<file path="src/design/bbs_pkg.sv">
// Shared constants for the branch and bit-set decode/execute block
package bbs_pkg;

	// =========================================================
	// Opcode matching
	localparam logic [7:0] OPC_NO_OVF     = 8'he5;
	localparam logic [7:0] OPC_NONZERO    = 8'he1;
	localparam logic [4:0] OPC_ALWAYS_REL = 5'h1a;
	localparam logic [3:0] OPC_SET_BIT    = 4'h8;

	// =========================================================
	// Instruction field positions
	localparam int OPC8_HI    = 15;
	localparam int OPC8_LO    = 8;
	localparam int OPC5_LO    = 11;
	localparam int OPC4_LO    = 12;
	localparam int BIT_IDX_HI = 11;
	localparam int BIT_IDX_LO = 9;
	localparam int ACC_FLAG   = 8;
	localparam int SHORT_W    = 8;
	localparam int LONG_W     = 11;

	// =========================================================
	// Program counter and data memory layout
	localparam int         PC_STEP         = 2;
	localparam int         BANK_W          = 4;
	localparam logic [7:0] ACCESS_SPLIT    = 8'h80;
	localparam logic [3:0] ACCESS_LO_BANK  = 4'h0;
	localparam logic [3:0] ACCESS_HI_BANK  = 4'hf;

	// =========================================================
	// Q phase encoding and reset values
	localparam logic [1:0] PHASE_Q1 = 2'h0;
	localparam logic [1:0] PHASE_Q2 = 2'h1;
	localparam logic [1:0] PHASE_Q3 = 2'h2;
	localparam logic [1:0] PHASE_Q4 = 2'h3;

	typedef enum logic [2:0] {OP_NONE, OP_NO_OVF, OP_NONZERO, OP_ALWAYS, OP_SET_BIT} bbs_op_e;
	typedef enum logic {ST_RUN, ST_FLUSH} bbs_state_e;

endpackage

</file>
<file path="src/design/bbs_phase_if.sv">
// Q1..Q4 phase strobes shared between the phase generator and the executor
`timescale 1ns/1ps
`default_nettype none
interface bbs_phase_if;
	logic q1;
	logic q2;
	logic q3;
	logic q4;
	modport gen (output q1, output q2, output q3, output q4);
	modport sink (input q1, input q2, input q3, input q4);
endinterface
`default_nettype wire

</file>
<file path="src/design/bbs_decode_exec.sv">
// Decode and execute of relative branches and single-bit set
`timescale 1ns/1ps
`default_nettype none
module bbs_decode_exec
	import bbs_pkg::*;
#(
	parameter int PC_W = 21
) (
	// Clock and reset
	input  wire logic              i_core_clk,
	input  wire logic              i_reset_n,
	// Instruction issue
	input  wire logic              i_instr_valid,
	input  wire logic [15:0]       i_instr,
	input  wire logic [PC_W-1:0]   i_instr_pc,
	output logic                   o_instr_ready,
	output logic                   o_flush,
	// Status flags and bank select
	input  wire logic              i_flag_ovf,
	input  wire logic              i_flag_zero,
	input  wire logic [BANK_W-1:0] i_bank_select,
	// Program counter load
	output logic                   o_pc_load,
	output logic [PC_W-1:0]        o_pc_target,
	// Data memory
	output logic                   o_mem_rd,
	output logic                   o_mem_wr,
	output logic [11:0]            o_mem_addr,
	output logic [7:0]             o_mem_wdata,
	input  wire logic [7:0]        i_mem_rdata
);
	// =========================================================
	// Phase generator
	bbs_phase_if ph ();

	bbs_qphase u_qphase (
		.i_core_clk (i_core_clk),
		.i_reset_n  (i_reset_n),
		.ph         (ph)
	);

	// =========================================================
	// Decode
	bbs_op_e    op_ff;
	bbs_op_e    dec_op;
	bbs_state_e state_ff;
	logic [15:0]       instr_ff;
	logic [PC_W-1:0]   pc_ff;
	logic              take_ff;
	logic [PC_W-1:0]   target_ff;
	logic [11:0]       addr_ff;
	logic [7:0]        wdata_ff;

	wire logic             is_no_ovf  = (i_instr[OPC8_HI:OPC8_LO] == OPC_NO_OVF);
	wire logic             is_nonzero = (i_instr[OPC8_HI:OPC8_LO] == OPC_NONZERO);
	wire logic             is_always  = (i_instr[OPC8_HI:OPC5_LO] == OPC_ALWAYS_REL);
	wire logic             is_set_bit = (i_instr[OPC8_HI:OPC4_LO] == OPC_SET_BIT);
	wire logic             accept     = ph.q1 && (state_ff == ST_RUN) && i_instr_valid;
	wire logic [7:0]       file_addr  = i_instr[7:0];

	// Access bank straddles the low and high ends of data memory
	wire logic             acc_high   = (file_addr >= ACCESS_SPLIT);
	wire logic [BANK_W-1:0] acc_bank  = acc_high ? ACCESS_HI_BANK : ACCESS_LO_BANK;
	wire logic [BANK_W-1:0] sel_bank  = i_instr[ACC_FLAG] ? i_bank_select : acc_bank;

	assign dec_op = is_no_ovf  ? OP_NO_OVF  :
	                is_nonzero ? OP_NONZERO :
	                is_always  ? OP_ALWAYS  :
	                is_set_bit ? OP_SET_BIT : OP_NONE;

	// =========================================================
	// Branch target and condition
	wire logic [PC_W-1:0] ofs_short = {{(PC_W-SHORT_W-1){instr_ff[SHORT_W-1]}}, instr_ff[SHORT_W-1:0], 1'b0};
	wire logic [PC_W-1:0] ofs_long  = {{(PC_W-LONG_W-1){instr_ff[LONG_W-1]}}, instr_ff[LONG_W-1:0], 1'b0};
	wire logic [PC_W-1:0] ofs2      = (op_ff == OP_ALWAYS) ? ofs_long : ofs_short;
	wire logic [PC_W-1:0] sum_tgt   = pc_ff + PC_W'(PC_STEP) + ofs2;
	// Low bit forced clear so a stray odd PC never yields a misaligned fetch
	wire logic [PC_W-1:0] nxt_target_ff = {sum_tgt[PC_W-1:1], 1'b0};

	logic nxt_take_ff;
	always_comb begin
		case (op_ff)
			OP_NO_OVF:  nxt_take_ff = !i_flag_ovf;
			OP_NONZERO: nxt_take_ff = !i_flag_zero;
			OP_ALWAYS:  nxt_take_ff = 1'b1;
			default:    nxt_take_ff = 1'b0;
		endcase
	end

	// =========================================================
	// Bit set data path
	wire logic [2:0] bit_idx   = instr_ff[BIT_IDX_HI:BIT_IDX_LO];
	wire logic [7:0] nxt_wdata_ff = i_mem_rdata | (8'h01 << bit_idx);

	// =========================================================
	// Sequencing
	wire logic run = (state_ff == ST_RUN);

	always_ff @(posedge i_core_clk or negedge i_reset_n) begin
		if (!i_reset_n) begin
			op_ff    <= OP_NONE;
			instr_ff <= 16'h0000;
			pc_ff    <= '0;
			addr_ff  <= 12'h000;
		end else if (ph.q1 && run) begin
			op_ff    <= accept ? dec_op : OP_NONE;
			instr_ff <= i_instr;
			pc_ff    <= i_instr_pc;
			addr_ff  <= {sel_bank, file_addr};
		end
	end

	always_ff @(posedge i_core_clk or negedge i_reset_n) begin
		if (!i_reset_n) begin
			take_ff   <= 1'b0;
			target_ff <= '0;
			wdata_ff  <= 8'h00;
		end else if (ph.q3 && run) begin
			take_ff   <= nxt_take_ff;
			target_ff <= nxt_target_ff;
			if (op_ff == OP_SET_BIT)
				wdata_ff <= nxt_wdata_ff;
		end
	end

	// Taken branch discards the prefetched word by idling one full cycle
	always_ff @(posedge i_core_clk or negedge i_reset_n) begin
		if (!i_reset_n)
			state_ff <= ST_RUN;
		else if (ph.q4)
			state_ff <= (run && take_ff) ? ST_FLUSH : ST_RUN;
	end

	// =========================================================
	// Outputs
	assign o_instr_ready = ph.q1 && run;
	assign o_flush       = !run;
	assign o_pc_load     = ph.q4 && run && take_ff;
	assign o_pc_target   = target_ff;
	assign o_mem_rd      = ph.q2 && run && (op_ff == OP_SET_BIT);
	assign o_mem_wr      = ph.q4 && run && (op_ff == OP_SET_BIT);
	assign o_mem_addr    = addr_ff;
	assign o_mem_wdata   = wdata_ff;
endmodule
`default_nettype wire

</file>
<file path="src/design/bbs_qphase.sv">
// Four-phase instruction cycle generator
`timescale 1ns/1ps
`default_nettype none
module bbs_qphase
	import bbs_pkg::*;
(
	// Clock and reset
	input  wire logic i_core_clk,
	input  wire logic i_reset_n,
	// Phase strobes
	bbs_phase_if.gen  ph
);
	logic [1:0] phase_ff;

	always_ff @(posedge i_core_clk or negedge i_reset_n) begin
		if (!i_reset_n)
			phase_ff <= PHASE_Q1;
		else
			phase_ff <= phase_ff + 2'h1;
	end

	assign ph.q1 = (phase_ff == PHASE_Q1);
	assign ph.q2 = (phase_ff == PHASE_Q2);
	assign ph.q3 = (phase_ff == PHASE_Q3);
	assign ph.q4 = (phase_ff == PHASE_Q4);
endmodule
`default_nettype wire

</file>
<file path="config.mk">
export PLATFORM = sky130hd
export DESIGN_NAME = bbs_decode_exec
export DESIGN_NICKNAME = d
export VERILOG_FILES = /design/src/design/bbs_pkg.sv /design/src/design/bbs_phase_if.sv /design/src/design/bbs_decode_exec.sv /design/src/design/bbs_qphase.sv
export SDC_FILE = /design/constraint.sdc
export NUM_CORES = 1
export LEC_CHECK = 0
export ABC_CLOCK_PERIOD_IN_PS = 3500
export BUFFER_PORTS_ARGS = -buffer_cell sky130_fd_sc_hd__buf_2
export CAP_MARGIN = 0
export CORE_MARGIN = 8
export CORE_UTILIZATION = 34
export CTS_BUF_LIST = sky130_fd_sc_hd__clkbuf_8 sky130_fd_sc_hd__clkbuf_16
export DETAILED_ROUTE_END_ITERATION = 7
export GPL_ROUTABILITY_DRIVEN = 0
export GPL_TIMING_DRIVEN = 0
export SYNTH_ARGS = -nofsm -noshare
export SYNTH_HDL_FRONTEND = slang
export SYNTH_SLANG_ARGS = --single-unit
export TNS_END_PERCENT = 10
</file>
<file path="constraint.sdc">
create_clock -name i_core_clk -period 3.5 [get_ports i_core_clk]
set_clock_uncertainty 0.1 [all_clocks]
set_input_delay 0.175 -clock i_core_clk [delete_from_list [all_inputs] [get_ports i_core_clk]]
set_output_delay 0.175 -clock i_core_clk [all_outputs]
set_load 0.01 [all_outputs]
</file>
# Word-level counts from Yosys, hierarchy flattened
# Index checks and enable logic that the tools add are counted.
[totals] input_bits=54 elab_cells=50 reg_bits=80 out_inout_bits=46
[classes] add_sub_neg=3 n_reduce_logical=13 n_mux=10 shift=1 order_cmp=1 bitwise_logic=2 eq_ne=11
[op_table] op="$add A21 B2 Y21 const B" count=1
[op_table] op="$add A21 B21 Y21" count=1
[op_table] op="$mux W21" count=1
[op_table] op="$eq A8 B8 Y1 const B" count=2
[op_table] op="$mux W3" count=5
[op_table] op="$logic_and A1 B1 Y1" count=9
[op_table] op="$ge A8 B8 Y1 const B" count=1
[op_table] op="$mux W4" count=2
[op_table] op="$or A8 B8 Y8" count=1
[op_table] op="$shl A1 B3 Y8 const A" count=1
[op_table] op="$eq A3 B2 Y1 const B" count=2
[op_table] op="$eq A5 B5 Y1 const B" count=1
[op_table] op="$eq A2 B2 Y1 const B" count=2
[op_table] op="$eq A4 B4 Y1 const B" count=1
[op_table] op="$eq A3 B1 Y1 const B" count=1
[op_table] op="$eq A3 B3 Y1 const B" count=1
[op_table] op="$pmux W1 S3" count=1
[op_table] op="$add A2 B1 Y2 const B" count=1
[op_table] op="$eq A2 B1 Y1 const B" count=1
[op_table] op="$logic_not A1 Y1" count=2
[op_table] op="$logic_not A2 Y1" count=1
[op_table] op="$reduce_and A2 Y1" count=1
[op_table] op="$mux W1" count=1
[op_table] op="$not A1 Y1" count=1

# Longest topological paths before layout
# Gate-level depths: netlist (run 1).
[logic_depth] word_depth=6 depth_mapped=13 depth_no_buf=12

# Hierarchy
# A second synthesis (run 1) with hierarchy kept.
[hier_totals] hier_cells=459 area_unflattened_um2=4080.2
[modules_own_cells] module="bbs_decode_exec" area_per_inst_um2=3972.6 seq_area_each_um2=1726.7 cells_each=451 n_inst=1
[modules_own_cells] module="bbs_qphase" area_per_inst_um2=107.6 seq_area_each_um2=50.0 cells_each=8 n_inst=1

# Worst setup path before layout (run 1)
# No wires, ideal clock.
[synth_timing] path_kind="register -> register" start="register op_ff[0]" end="register target_ff[20], in the netlist o_pc_target[20]" setup_time_ps=82 arrival_ps=2904 t_required_ps=3318 path_stages_with_launch=14 n_path_buf=1 synth_period_minus_slack_ps=3085 path_slack_ps=415 cell_sequence="dfrtp_1 nand2_1 o21ai_0 o31a_1 inv_1 ha_1 ha_1 clkbuf_2 a211o_1 o211ai_1 o2111ai_1 nor4bb_1 or3_1 a31oi_1"
[synth_via] elab_chain_len=3
[synth_lines] item="from (decl)" line="bbs_decode_exec.sv:44" source="bbs_op_e op_ff;"
[synth_lines] item="from (signal assigned)" line="bbs_decode_exec.sv:106" source="op_ff <= accept ? dec_op : OP_NONE;"
[synth_lines] item="$eq A3 B2 Y1" line="bbs_decode_exec.sv:75" source="wire logic [PC_W-1:0] ofs2 = (op_ff == OP_ALWAYS) ? ofs_long : ofs_short;"
[synth_lines] item="$mux W21" line="bbs_decode_exec.sv:75"
[synth_lines] item="$add A21 B21 Y21" line="bbs_decode_exec.sv:76" source="wire logic [PC_W-1:0] sum_tgt = pc_ff + PC_W'(PC_STEP) + ofs2;"
[synth_lines] item="to (signal assigned)" line="bbs_decode_exec.sv:120" source="target_ff <= nxt_target_ff;"
[synth_lines] item="to (decl)" line="bbs_decode_exec.sv:50" source="logic [PC_W-1:0] target_ff;"
# Every way passes these cells.
# A chain may end at the register's enable or synchronous reset.

# Final worst setup path (run 1)
[layout_timing] start="register instr_ff[10]" end="register target_ff[20], in the netlist o_pc_target[20]"
[layout_via] elab_chain_len=2
[layout_lines] item="from (decl)" line="bbs_decode_exec.sv:47" source="logic [15:0] instr_ff;"
[layout_lines] item="from (signal assigned)" line="bbs_decode_exec.sv:107" source="instr_ff <= i_instr;"
[layout_lines] item="$mux W21" line="bbs_decode_exec.sv:75"
[layout_lines] item="$add A21 B21 Y21" line="bbs_decode_exec.sv:76"
# Every way passes these cells.

==> results.json, run 1 <==
{
  "num_antenna_cells": 0,
  "rrSetupSlack_ns": 0.22,
  "worstHoldStart": "i_mem_rdata[6]",
  "grt_usage": 0.143,
  "max_freq_ghz": 0.305,
  "p_leak_uw": 0.00264,
  "arrival_ns": 3.43,
  "cts_tree": "built",
  "viasPerCell": 4.81,
  "yosysSeqAreaShare": 0.438,
  "hold_viol_final": 0,
  "setup_viol": 0,
  "synth_edf_count": 0,
  "power.density_nw_per_um2": 459,
  "vdd_drop_max_mv": 0.180,
  "synth_fp_nets": 551,
  "worstSetupPathType": "flip-flop to flip-flop",
  "grt-ovfl-total": 0,
  "fin_crit_sh": 0.936,
  "wl_met2_um": 5280,
  "cp_top_family": "compound AO/OA/AOI/OAI gates",
  "cp_cell_sequence": "inv_1 > o31a_1 > inv_2 > ha_1 > ha_1 > clkbuf_2 > a211o_1 > o211ai_1 > o2111ai_1 > nor4bb_2 > or3_1 > a31oi_1",
  "die-area_um2": 15700,
  "fin_setup_tns_ns": 0,
  "crit_slowest_cell": "dfrtp_1",
  "holdWs_ns": 0.0133,
  "path_max_fanout": 9,
  "wl_met3_um": 290,
  "final_cell_mix": "nand2_1 (125), buf_2 (96), dfrtp_1 (70)",
  "hold_path_end": "o_mem_wdata[6]",
  "ff2ff_path_depth": 12,
  "num_io_pins": 100,
  "final_common_cell": "nand2_1",
  "tightest_slew_ns": 0.934,
  "max_stage_delay_ns": 0.45,
  "wl_per_cell_um": 14.8,
  "cts_made_buffers": 9,
  "drt_pass1_iterations": 7,
  "placed_cells": 699,
  "vias": 3596,
  "initial_core_util": 0.343,
  "clk_path_buf_depth": 2,
  "start_kind": "flip-flop",
  "cp_num_buf_inv": 3,
  "core_area_um2": 11800,
  "postSynthCellCount": 455,
  "wl_um": 11000,
  "antenna_found_initial": 0,
  "crit_path_frequent_cell": "ha_1",
  "drive_gt1_frac": 0.213,
  "status": "finished, final reports clean",
  "first_global_vias": 3760,
  "nets": 691,
  "ys_warn_count": 0,
  "grt_pass1_wl_um": 18400,
  "fin_crit_ns": 3.28,
  "die_h_um": 125,
  "instances_no_fill": 747,
  "holdPathStages": 3,
  "htreeDepth": 3,
  "cp.required_ns": 3.65,
  "drt_iter0_markers": 137,
  "rr_endpoint": "o_pc_target[20]",
  "hp-class": "input pin to flip-flop",
  "async_flop_share": 1.00,
  "met1_length_um": 5280,
  "avgSynthCellArea_um2": 8.91,
  "ys_types": 50,
  "synth_seq_cells": 71,
  "cts_root_buffer": "clkbuf_16",
  "dr.max_layer_used": "met4",
  "cts_sinks": 71,
  "numPortBuffers": 97,
  "post-cts-setup-buffers": 0,
  "synth_top_area_cell": "dfrtp_1",
  "ys.flop_type": "dfrtp_1",
  "ant_nets": 0,
  "fp.dieW_um": 125,
  "rows": 40,
  "max-cap-violations": 0,
  "slew_violations": 0,
  "drc": 0,
  "timing.rr.start": "instr_ff[10]",
  "grt_max_degree": 72,
  "area_growth_pct": 31.8,
  "synth.area.top_cells": "dfrtp_1 (44%), ha_1 (13%), nand2_1 (12%)",
  "cp-end-kind": "flip-flop",
  "relSlewSlack": 0.377,
  "dp_hpwl_um": 8390,
  "path_clk_slew_ns": 0.06,
  "insertion_delay_ns": 0.34,
  "yosys.area.top_type_share": 0.438,
  "netlist_area_um2": 4050
}
how the worst max path moves through the flow:
stage / startpoint / endpoint / slack (ns) / cells past startpoint
final: instr_ff[10] / o_pc_target[20] / 0.22 / 12
after global routing: op_ff[1] / o_pc_target[20] / -0.003 / 13
after CTS: op_ff[0] / o_pc_target[20] / 0.08 / 13
after detailed placement: op_ff[0] / o_pc_target[20] / 0.04 / 13
after global placement: op_ff[0] / o_pc_target[20] / 0.1 / 13
after floorplan: op_ff[0] / o_pc_target[20] / 0.41 / 13
registers in the layout (all words and copies together), names as in the netlist:
register / cells
op_ff: 3
o_pc_target: 20
o_flush: 1
instr_ff: 12
u_qphase.phase_ff: 2
o_mem_addr: 4
take_ff: 1
pc_ff: 20
o_mem_wdata: 8
report_power, final:
| group | total (uW) | internal [uW] | switching [uW] |
|---|---|---|---|
| Clock | 859 | 516 | 343 |
| Sequential | 985 | 925 | 59.9 |
| Combinational | 609 | 271 | 338 |
| Total | 2450 | 1710 | 740 |
through the flow:
stage	setup slack [ns]	util	instance area, um^2	power (uW)
after CTS	0.0844	0.451	5330	2480
after detailed placement	0.0403	0.400	4720	1580
final	0.223	0.452	5340	2450
after global placement	0.0964	0.400	4720	1570
after global routing	-0.00328	0.452	5340	2600
after floorplan	0.415	-	4050	1340
synthesized netlist by cell type, types with 7 or more instances:
master / n
buf_4: 9
nand2_1: 125
xor2_1: 7
ha_1: 41
inv_1: 16
dfrtp_1: 71
a21oi_1: 30
clkbuf_1: 13
nor2_1: 20
nand3_1: 9
a31oi_1: 8
o21ai_0: 34
cells by family after synthesis:
group	count (synthesis)	synth area share
and+or+nand+nor	183	0.192
DFF	71	0.438
other	1	0.000925
muxes	1	0.00247
xor gates and xnor gates	13	0.0281
buffers and inverters	41	0.0479
adders and majority gates	42	0.132
AOI/OAI and AO/OA	103	0.158
per-layer routing:
metal	global-route usage	vias to the layer above
met3	0.0306	14
met5	0	-
met4	0.0473	0
li1	-	1840
met1	0.176	1673
met2	0.244	69
area by class of cell:
class                      count  area (um^2)
fill                        1180         6470
sequential                    71         1780
timing repair buffer         129          808
clock buffer                  11          253
inverter                      16         60.1
multi-input combinational    343         2090
buffer                        25          134
tap                          147          184
clock inverter                 5         33.8
tightest hold or removal path: cells and delay by family:
| kind | cells | cell delay, ns |
|---|---|---|
| buffers and inverters | 1 | 0.07 |
| AOI/OAI and AO/OA | 2 | 0.16 |
timing repair:
item | CTS | global route
pin swaps | 0 | 0
cloned | 0 | 0
hold buffers | 32 | 0
endpoints found under the hold margin | 102 | 0
setup endpoints to repair | 1 | 3
resized for setup | 1 | 4
Note: power is estimated with default switching activity, not from simulation.
==> run 2: changes to the inputs <==
--- a/config.mk
+++ b/config.mk
@@ -14,6 +14,7 @@
 export DETAILED_ROUTE_END_ITERATION = 7
 export GPL_ROUTABILITY_DRIVEN = 0
 export GPL_TIMING_DRIVEN = 0
+export MAX_ROUTING_LAYER = met4
 export SYNTH_ARGS = -nofsm -noshare
 export SYNTH_HDL_FRONTEND = slang
 export SYNTH_SLANG_ARGS = --single-unit
==> run 2 against run 1 <==
Register-to-register slack hardly changed. Sequential share of layout area did not move. Highest routed layer unchanged. Largest power group unchanged. Setup slack got worse by 0.0031 ns. Power barely moved. Non-clock buffer count did not move. Die area stayed put. Wire length about the same. Combinational power about the same. Critical path type unchanged. Count of clock-buffer cells in the layout is the same. Via count increased by 1.4%. Worst hold slack lost 0.00093 ns. Core utilization stayed put.
==> results.json, run 2 (synthesis gave the netlist of run 1 again) <==
{
  "cp-end-kind": "flip-flop",
  "clk_path_buf_depth": 2,
  "tightest_slew_ns": 0.934,
  "cts_root_buffer": "clkbuf_16",
  "instances_no_fill": 747,
  "drt_iter0_markers": 127,
  "rows": 40,
  "setup_viol": 0,
  "slew_violations": 0,
  "cp_num_buf_inv": 2,
  "crit_path_frequent_cell": "ha_1",
  "drc": 0,
  "viasPerCell": 4.88,
  "cp_cell_sequence": "nand2_1 > o21ai_2 > o31a_1 > inv_2 > ha_1 > ha_1 > clkbuf_2 > a211o_1 > o211ai_1 > o2111ai_1 > nor4bb_2 > or3_1 > a31oi_1",
  "max_stage_delay_ns": 0.40,
  "status": "finished, final reports clean",
  "max_freq_ghz": 0.305,
  "grt_usage": 0.147,
  "relSlewSlack": 0.377,
  "cp.required_ns": 3.65,
  "final_common_cell": "nand2_1",
  "first_global_vias": 3769,
  "antenna_found_initial": 0,
  "p_leak_uw": 0.00264,
  "path_clk_slew_ns": 0.06,
  "num_io_pins": 100,
  "max-cap-violations": 0,
  "area_growth_pct": 31.8,
  "crit_slowest_cell": "dfrtp_1",
  "insertion_delay_ns": 0.34,
  "dp_hpwl_um": 8390,
  "drive_gt1_frac": 0.213,
  "grt_pass1_wl_um": 18300,
  "nets": 691,
  "num_antenna_cells": 0,
  "arrival_ns": 3.43,
  "die-area_um2": 15700,
  "post-cts-setup-buffers": 0,
  "grt-ovfl-total": 0,
  "placed_cells": 699,
  "cts_made_buffers": 9,
  "start_kind": "flip-flop",
  "vias": 3645,
  "initial_core_util": 0.343,
  "vdd_drop_max_mv": 0.180,
  "die_h_um": 125,
  "final_cell_mix": "nand2_1 (125), buf_2 (96), dfrtp_1 (70)",
  "fp.dieW_um": 125,
  "path_max_fanout": 9,
  "cts_sinks": 71,
  "cts_tree": "built",
  "numPortBuffers": 97,
  "wl_um": 11000,
  "worstSetupPathType": "flip-flop to flip-flop",
  "fin_setup_tns_ns": 0,
  "core_area_um2": 11800,
  "wl_per_cell_um": 14.7,
  "cp_top_family": "compound AO/OA/AOI/OAI gates",
  "grt_max_degree": 72,
  "power.density_nw_per_um2": 459,
  "hold_viol_final": 0,
  "fin_crit_ns": 3.28,
  "fin_crit_sh": 0.937,
  "hp-class": "input pin to flip-flop",
  "drt_pass1_iterations": 4,
  "htreeDepth": 3,
  "ant_nets": 0
}
[run 2: cell counts in the layout (fill, tap and decap cells not counted)]
Identical to the previous run, type by type.
[run 2: repair_timing]
action / in CTS / in global routing
resized for setup: 1 / 4
setup endpoints to repair: 1 / 3
hold buffers: 32 / 0
hold endpoints to repair: 102 / 0
[run 2: final timing paths]
| kind | from | to | slack, ns | depth (start not counted) |
|---|---|---|---|---|
| min | i_mem_rdata[6] | o_mem_wdata[6] | 0.01 | 3 |
| max reg2reg | op_ff[1] | o_pc_target[20] | 0.22 | 13 |
| min in group asynchronous | i_reset_n | pc_ff[17] | 0.40 | 2 |
| max in group asynchronous | i_reset_n | op_ff[0] | 2.23 | 2 |
| min reg2reg | o_pc_target[14] | o_pc_target[14] | 0.37 | 2 |
| max | op_ff[1] | o_pc_target[20] | 0.22 | 13 |
[run 2: worst register-to-register path, cell delays in order (launching register included)]
cell,delay (ns)
dfrtp_1,0.40
nand2_1,0.14
o21ai_2,0.18
o31a_1,0.22
inv_2,0.12
ha_1,0.30
ha_1,0.29
clkbuf_2,0.17
a211o_1,0.31
o211ai_1,0.12
o2111ai_1,0.14
nor4bb_2,0.21
or3_1,0.34
a31oi_1,0.17
[run 2: per-layer routing]
metal	part of all wire	routed length, um	track usage
met1	0.48	5290	0.177
met2	0.48	5260	0.244
met3	0.024	265	0.0276
met4	0.019	206	0.0473
met5	0	0	-
[run 2: final cells by class]
class | instances | area, um^2
fillers | 1180 | 6470
multi-input cells | 343 | 2090
flip-flops and latches | 71 | 1780
repair buffers | 129 | 808
clock buffers | 11 | 253
well taps | 147 | 184
plain buffers | 25 | 134
inverters | 16 | 60.1
clock inverters | 5 | 33.8
[run 2: per-stage QoR]
step	instance area (um^2)	worst slack [ns]	power (uW)	utilization	hold slack [ns]
2_1_floorplan	4050	0.415	1340	-	-0.221
3_3_place_gp	4720	0.0964	1570	0.400	0.269
3_5_place_dp	4720	0.0403	1580	0.400	0.272
4_1_cts	5330	0.0844	2480	0.451	0.00426
5_1_grt	5340	-0.000330	2600	0.452	0.0131
6_report	5340	0.220	2450	0.452	0.0124
[run 2: power by group]
part | total (uW) | switching, uW | leakage, uW | internal [uW]
clock | 860 | 344 | 0.000143 | 516
combinational | 609 | 338 | 0.00167 | 271
sequential | 984 | 59.8 | 0.000823 | 925
total | 2450 | 741 | 0.00264 | 1710
